## config.mk

```make
export PLATFORM = sky130hd
export DESIGN_NAME = ptrd_decoder
export DESIGN_NICKNAME = d
export VERILOG_FILES = /design/src/verilog/ptrd_pkg.sv /design/src/verilog/ptrd_decoder.sv
export SDC_FILE = /design/constraint.sdc
export NUM_CORES = 1
export LEC_CHECK = 0
export BUFFER_PORTS_ARGS = -buffer_cell sky130_fd_sc_hd__buf_2
export CELL_PAD_IN_SITES_DETAIL_PLACEMENT = 0
export CELL_PAD_IN_SITES_GLOBAL_PLACEMENT = 1
export CORE_AREA = 4 4 41 43
export CTS_BUF_LIST = sky130_fd_sc_hd__clkbuf_4
export DETAILED_ROUTE_END_ITERATION = 10
export DIE_AREA = 0 0 45 47
export MAX_ROUTING_LAYER = met4
export PLACE_DENSITY_LB_ADDON = 0.25
export SETUP_SLACK_MARGIN = 0.4
export SYNTH_ARGS = -nofsm -noshare
export SYNTH_HDL_FRONTEND = slang
export SYNTH_SLANG_ARGS = --single-unit
```

## constraint.sdc

```tcl
create_clock -name clock_i -period 3.95 [get_ports clock_i]
set_input_delay 0.5925 -clock clock_i [delete_from_list [all_inputs] [get_ports clock_i]]
set_output_delay 0.5925 -clock clock_i [all_outputs]
set_load 0.05 [all_outputs]
```

## src/verilog/ptrd_pkg.sv

```systemverilog
package ptrd_pkg;

	// selectable reference formats
	typedef enum logic [1:0] {
		PTRD_FMT_QUAD    = 2'b00,
		PTRD_FMT_STEPDIR = 2'b01,
		PTRD_FMT_FWDREV  = 2'b10
	} ptrd_fmt_type;

	localparam int unsigned CLOCK_MHZ         = 200;
	localparam int unsigned CLOCK_PERIOD_NS   = 5;
	// fastest step rates per wiring, in kHz
	localparam int unsigned RATE_DIFF_KHZ     = 1000;
	localparam int unsigned RATE_PUSHPULL_KHZ = 200;
	localparam int unsigned RATE_OPENCOL_KHZ  = 10;
	// smallest step cycle and pulse width the far end keeps, in ns
	localparam int unsigned STEP_CYCLE_NS     = 1000;
	localparam int unsigned STEP_PULSE_NS     = 400;
	// cycles per minimum pulse and per minimum step cycle, rounded up
	localparam int unsigned STEP_PULSE_CYC    = (STEP_PULSE_NS + CLOCK_PERIOD_NS - 1) / CLOCK_PERIOD_NS;
	localparam int unsigned STEP_CYCLE_CYC    = (STEP_CYCLE_NS + CLOCK_PERIOD_NS - 1) / CLOCK_PERIOD_NS;

	// reset values
	localparam logic [1:0] LINES_RESET = 2'h0;
	localparam logic       STEP_RESET  = 1'h0;
	localparam logic       SIGN_RESET  = 1'h0;

endpackage
```

## src/verilog/ptrd_decoder.sv

```systemverilog
`timescale 1ns/100ps
// What this block does
// - three formats: quadrature, step/direction, forward/reverse
// - increments only while electronic gear active
// - first phase leading counts positive
// - second phase leading counts negative
// - one step per strobe rising edge only
// - direction low or open means positive
// - forward line rising edge steps positive
// - reverse line rising edge steps negative
// - resolves up to 1 MHz step rate
module ptrd_decoder (
	input  wire logic       clock_i,          // 200 MHz drive clock
	input  wire logic       rst_b_i,          // async reset, active low
	input  wire logic [1:0] format_i,         // reference format select
	input  wire logic       egear_active_i,   // electronic gear mode on
	input  wire logic       quad_phase_first_i,  // phase a or step strobe or forward
	input  wire logic       quad_phase_second_i, // phase b or direction or reverse
	output logic            step_o,           // one-cycle increment strobe
	output logic            step_neg_o        // sign of increment, 1 = negative
);

	// positions of the two reference lines inside the level and edge vectors
	localparam int unsigned LINE_FIRST  = 0;
	localparam int unsigned LINE_SECOND = 1;
	localparam int unsigned NUM_LINES   = 2;

	// levels seen at the previous edge, one flip-flop per reference line
	logic [1:0]             lines_reg;
	logic [1:0]             lines_next;

	// current levels gathered into one vector, first line in bit 0
	logic [1:0]             lines_now;

	// per-line edge flags against the previous edge
	logic [1:0]             rise_line;
	logic [1:0]             fall_line;
	logic [1:0]             edge_line;

	// format code seen as the enumerated type
	ptrd_pkg::ptrd_fmt_type fmt_sel;

	// candidate increment from the quadrature decoder
	logic                   quad_step;
	logic                   quad_neg;

	// candidate increment from the step and direction decoder
	logic                   stepdir_step;
	logic                   stepdir_neg;

	// candidate increment from the forward and reverse decoder
	logic                   fwdrev_step;
	logic                   fwdrev_neg;

	// registered output strobe and sign
	logic                   step_reg;
	logic                   step_next;
	logic                   neg_reg;
	logic                   neg_next;

	// rising edge of one line between the previous and the current level
	function automatic logic line_rise(
		input logic now_lvl,
		input logic prev_lvl
	);
		line_rise = now_lvl & ~prev_lvl;
	endfunction

	// falling edge of one line between the previous and the current level
	function automatic logic line_fall(
		input logic now_lvl,
		input logic prev_lvl
	);
		line_fall = ~now_lvl & prev_lvl;
	endfunction

	// quadrature sign: after an edge on the first phase, equal levels mean the
	// second phase was leading; after an edge on the second phase the reverse
	function automatic logic quad_sign(
		input logic first_moved,
		input logic first_lvl,
		input logic second_lvl
	);
		if (first_moved) begin
			quad_sign = first_lvl ~^ second_lvl;
		end else begin
			quad_sign = first_lvl ^ second_lvl;
		end
	endfunction

	// the pins are taken as synchronous, so one stage is enough to find edges
	assign lines_now = {quad_phase_second_i, quad_phase_first_i};

	// next value of the previous-level store is simply the current level
	always_comb begin
		lines_next = lines_now;
	end

	// reset level is low, the idle level of an unconnected line, so release
	// gives no false edge while the lines rest
	always_ff @(posedge clock_i or negedge rst_b_i) begin
		if (!rst_b_i) begin
			lines_reg <= ptrd_pkg::LINES_RESET;
		end else begin
			lines_reg <= lines_next;
		end
	end

	// one edge detector per line
	for (genvar gi = 0; gi < NUM_LINES; gi++) begin : g_line
		assign rise_line[gi] = line_rise(lines_now[gi], lines_reg[gi]);
		assign fall_line[gi] = line_fall(lines_now[gi], lines_reg[gi]);
		assign edge_line[gi] = rise_line[gi] | fall_line[gi];
	end

	// format select; code 3 is not a format and falls to the default branch
	assign fmt_sel = ptrd_pkg::ptrd_fmt_type'(format_i);

	// x4 quadrature: an edge on exactly one phase counts one increment;
	// both phases moving together means a lost position and is dropped
	always_comb begin
		quad_step = 1'h0;
		quad_neg  = 1'h0;
		if (edge_line[LINE_FIRST] && !edge_line[LINE_SECOND]) begin
			quad_step = 1'h1;
			quad_neg  = quad_sign(1'h1, lines_now[LINE_FIRST], lines_now[LINE_SECOND]);
		end else if (edge_line[LINE_SECOND] && !edge_line[LINE_FIRST]) begin
			quad_step = 1'h1;
			quad_neg  = quad_sign(1'h0, lines_now[LINE_FIRST], lines_now[LINE_SECOND]);
		end
	end

	// step and direction: only the strobe's rising edge counts, falling is ignored
	always_comb begin
		stepdir_step = rise_line[LINE_FIRST];
		// direction taken in the strobe's own cycle, since its lead time may be zero
		stepdir_neg  = lines_now[LINE_SECOND];
	end

	// forward and reverse: edges on both lines in one cycle cancel each other,
	// because the far end need keep no separation between them
	always_comb begin
		fwdrev_step = rise_line[LINE_FIRST] ^ rise_line[LINE_SECOND];
		fwdrev_neg  = rise_line[LINE_SECOND];
	end

	// pick the active decoder; the sign holds until the next increment
	always_comb begin
		step_next = ptrd_pkg::STEP_RESET;
		neg_next  = neg_reg;
		if (egear_active_i) begin
			unique case (fmt_sel)
				ptrd_pkg::PTRD_FMT_QUAD: begin
					step_next = quad_step;
					if (quad_step) begin
						neg_next = quad_neg;
					end
				end
				ptrd_pkg::PTRD_FMT_STEPDIR: begin
					step_next = stepdir_step;
					if (stepdir_step) begin
						neg_next = stepdir_neg;
					end
				end
				ptrd_pkg::PTRD_FMT_FWDREV: begin
					step_next = fwdrev_step;
					if (fwdrev_step) begin
						neg_next = fwdrev_neg;
					end
				end
				default: begin
					step_next = ptrd_pkg::STEP_RESET; // illegal format code counts nothing
				end
			endcase
		end
	end

	// a 5 ns clock sees 200 cycles per step at 1 MHz, so every step is resolved;
	// back-to-back edges are still decoded one per cycle
	always_ff @(posedge clock_i or negedge rst_b_i) begin
		if (!rst_b_i) begin
			step_reg <= ptrd_pkg::STEP_RESET;
			neg_reg  <= ptrd_pkg::SIGN_RESET;
		end else begin
			step_reg <= step_next;
			neg_reg  <= neg_next;
		end
	end

	// outputs come straight from the flip-flops
	assign step_o     = step_reg;
	assign step_neg_o = neg_reg;

	// the increment is one clock wide; whoever accumulates it must sample
	// every cycle, there is no buffering of increments in this block

	// limitation: no filtering of glitches is done here, a spike shorter than
	// one clock on a line can still count as an edge if it is sampled

	// trade-off: the quadrature decoder throws away a double edge instead of
	// guessing its sign, which loses a position but never reverses one

endmodule

```

# --- After elaboration in Yosys (flattened, before gate mapping) ---
# Cells that the tools add are included.
classes:
  eq_ne: 5
  n_mux: 10
  n_bitwise: 13
  n_reduce_logical: 7
ops:
  columns: ["cell", "count"]
  rows:
  - ["$mux 1", 8]
  - ["$ne 2x2->1 const B", 3]
  - ["$pmux 1 s3", 2]
  - ["$reduce_and 5->1", 1]
  - ["$and 1x1->1", 4]
  - ["$not 1->1", 4]
  - ["$reduce_bool 3->1", 1]
  - ["$eq 2x1->1 const B", 1]
  - ["$eq 2x2->1 const B", 1]
  - ["$logic_and 1x1->1", 2]
  - ["$logic_not 1->1", 2]
  - ["$logic_not 2->1", 1]
  - ["$or 1x1->1", 2]
  - ["$xor 1x1->1", 2]
  - ["$xnor 1x1->1", 1]
word_totals:
  ff_bits: 4
  in_bits: 7
  out_inout_bits: 2
  word_cells: 38

# --- Depth between registers and ports, before layout ---
depth:
  word_depth: 9
  depth_mapped: 8
  depth_no_buf: 8

# --- Worst setup path after synthesis ---
# No wires, ideal clock.
synth_path:
  path_type: "in2reg"
  start: "in quad_phase_second_i"
  end: "reg neg_reg, in the netlist step_neg_o"
  setup_time_ns: 0.127
  arrival_time_ns: 1.909
  required_time_ns: 3.823
  slack_ns: 1.913
  stages: 5
  path_buffers: 0
  path_cell_list: "ha_1 -> ha_1 -> a221o_1 -> a21oi_2 -> mux2_1"
synth_between:
  elab_chain_len: 8
  word_cells_on_any_way: 21
  cone_classes: "2 x eq/ne; 8 x mux; 7 x bitwise; 4 x reduce/logical"
synth_lines:
  columns: ["item", "line", "text"]
  rows:
  - ["start: declaration", "ptrd_decoder.sv:18", "input wire logic quad_phase_second_i,"]
  - ["$not 1->1", "ptrd_decoder.sv:74", "line_fall = ~now_lvl & prev_lvl;"]
  - ["$and 1x1->1", "ptrd_decoder.sv:74", null]
  - ["$or 1x1->1", "ptrd_decoder.sv:113", "assign edge_line[gi] = rise_line[gi] | fall_line[gi];"]
  - ["$logic_and 1x1->1 or $logic_not 1->1 (tied branches)", "ptrd_decoder.sv:127, ptrd_decoder.sv:124", null]
  - ["$mux 1 or $logic_and 1x1->1 (tied branches)", "ptrd_decoder.sv:127, ptrd_decoder.sv:124", null]
  - ["$mux 1", "ptrd_decoder.sv:124", "if (edge_line[LINE_FIRST] && !edge_line[LINE_SECOND]) begin"]
  - ["$ne 2x2->1 (no source line) or $mux 1 (tied branches)", null, null]
  - ["$reduce_and 5->1 (no source line) or $pmux 1 s3 (tied branches)", null, null]
  - ["end signal: assignment", "ptrd_decoder.sv:183", "neg_reg <= ptrd_pkg::SIGN_RESET;"]
  - ["end signal: assignment", "ptrd_decoder.sv:186", "neg_reg <= neg_next;"]
  - ["end: declaration", "ptrd_decoder.sv:58", "logic neg_reg;"]
# Several ways; a longest one is shown, not always the timed one. The select of a mux whose other input is x is not followed.
# A chain may end at the register's enable or synchronous reset.

# --- Worst setup path after layout ---
# Same ends and word-level chain as after synthesis.

==> results.ini <==
[drt]
drc_errors = 0
vias = 275
avgViaCountPerCell = 4.51
postRouteAntennaNets = 0
first_pass_iters = 3
routed_wl_um = 620
wl_per_cell_um = 10.2
drt_iter0_markers = 5

[yosys]
synth_top_area_cell = dfrtp_1
synth_warnings = 0
synthCells = 35
yosys.cell_count.top_type = ha_1
ys_ff_latch = 4
ys.flop_type = dfrtp_1
yosysSeqAreaShare = 0.292
synth_edf_count = 0
synth_area_um2 = 343
synth_cell_types = 17
synthTopCellsByArea = dfrtp_1, ha_1, inv_1
avgSynthCellArea_um2 = 9.80
ys_top_cells_by_count = ha_1, inv_1, dfrtp_1, nand2b_1, nor2b_1
synth_top_area_frac = 0.292
syn-num-nets = 50
async_flop_share = 1.00

[critical_path]
crit_path_end_kind = flip-flop
start_kind = primary input
critPathSlowestCell = a221o_1
crit_path_end = step_neg_o
cp_cell_sequence = buf_2, ha_1, ha_1, a221o_1, a21oi_2, mux2_1
crit_start = quad_phase_second_i
ff2ff_setup_slack_ns = 2.09
r2r-end = step_neg_o
r2r-start = lines_reg[0]
cp_common_cell = ha_1
cp_slowest_stage_delay_ns = 0.33
arrival_ns = 2.10
r2r.worst_path.cells = 7
path_max_fanout = 4
worstPathRequired_ns = 4.06
criticalPathCategory = in2reg

[sta]
maxSlewHeadroom = 0.836
setup_viol = 0
final_hold_viol_count = 0
fmax_mhz = 501
tightestPinTransition_ns = 0.248
post-route-min-period_ns = 2.00
finClkSkew_ns = 0.00352
whs_ns = 0.158
drv_slew = 0
tns_ns = 0
rsz0062_at_grt = false
post-route-period-util = 0.505

[cells_and_area]
area_growth_syn_to_layout_pct = 23.7
diodes = 0
drive_gt1_frac = 0.283
nets = 63
fin_util = 0.326
largest_register_ffs = 2

[worst_hold_path]
min_path_type = in2async

[global_routing]
antenna_found_initial = 0
grt_pass1_wl_mm = 1.06
track_usage = 0.0745
gr-total-overflow = 0
grt_max_degree = 5
grt_pass1_vias = 252

[pwr]
power_switching_uw = 48.6
p_int_uw = 97.8
swShare = 0.332
p_clk_frac = 0.335
p_per_area_nw_per_um2 = 345
vdd_drop_max_mv = 0.0977
total_power_uw = 146
p_leak_uw = 0.000235
sequentialPowerShare = 0.330
combPwrFrac = 0.335

[status]
outcome = finished clean

[clock_tree]
cts_buffers = 3
cts_root_buffer = clkbuf_4
tritoncts = built
cts_max_level = 1
ctsHoldBuffers = 0
cts_resized = 0
clk-insertion-delay-late_ns = 0.23
post_cts_buffers = 0
clk_path_buf_depth = 2
clk_pin_slew_worst_paths_ns = 0.04
cts.sinks = 4

[floorplan]
start_util = 0.263
ios = 9
rows = 13
die_area_um2 = 2120
die_h_um = 47
core_um2 = 1300
fp.dieW_um = 45

[run]
maxCapViolations = 0

[placement]
gp_congestion = 0.706
port_buffers = 8
dp_hpwl_um = 543

## cells by family (layout without fill, tap and decap cells)
group	after synthesis	count (layout)	share of synthesized area
flops	4	4	0.292
compound gates	6	6	0.128
fa+ha+maj	8	8	0.292
xor+xnor	2	2	0.0511
buf+inv	8	19	0.0876
simple gates	5	5	0.0876
mux	2	2	0.0620
## layout make-up
class / count / area (µm²)
clock buffers: 3 / 22.5
repair buffers: 8 / 40.0
fillers: 148 / 877
well taps: 15 / 18.8
flip-flops and latches: 4 / 100
multi-input cells: 23 / 213
inverters: 8 / 30.0
## how the worst min path moves through the flow
stage / to / slack, ns
after floorplan: lines_reg[0] / 0.30
after global placement: step_neg_o / 0.40
after CTS: lines_reg[1] / 0.15
after detailed placement: step_neg_o / 0.40
final: lines_reg[1] / 0.16
after global routing: lines_reg[1] / 0.16
## power groups by stage
stage	Clock [µW]	Combinational, µW	Sequential [µW]
after global routing	54.8	54.6	48.8
final	49.0	49.0	48.3
after CTS	52.6	49.3	48.5
after detailed placement	0	49.0	48.9
after floorplan	0	21.9	62.4
after global placement	0	48.7	48.3
## critical path: cells and delay by family
family                   cells  cell delay [ns]
AO/OA/AOI/OAI                2             0.44
adder cells (fa/ha/maj)      2             0.62
buffers and inverters        1             0.13
multiplexers                 1             0.32
## routing by layer
layer / up-vias / part of all wire / global-route usage
li1: 138 / - / -
met5: - / 0 / -
met2: 6 / 0.48 / 0.102
met3: 0 / 0.073 / 0.0230
met4: 0 / 0 / 0.0526
met1: 131 / 0.45 / 0.0917
## through the flow
step	cell area, µm²	worst slack (ns)	std cells
detailed placement	402	1.73	58
global placement	402	1.72	58
finish	424	1.95	61
CTS	424	1.97	61
global route	424	1.88	61
floorplan	343	1.91	35
## placed cells by master (no fill, tap or decap), types with 2 or more instances in the layout
| cell | instances |
|---|---|
| buf_2 | 8 |
| nand2b_1 | 2 |
| dfrtp_1 | 4 |
| ha_1 | 8 |
| nor2b_1 | 2 |
| inv_1 | 7 |
| clkbuf_4 | 3 |
Power figures use the tool's default switching activity.
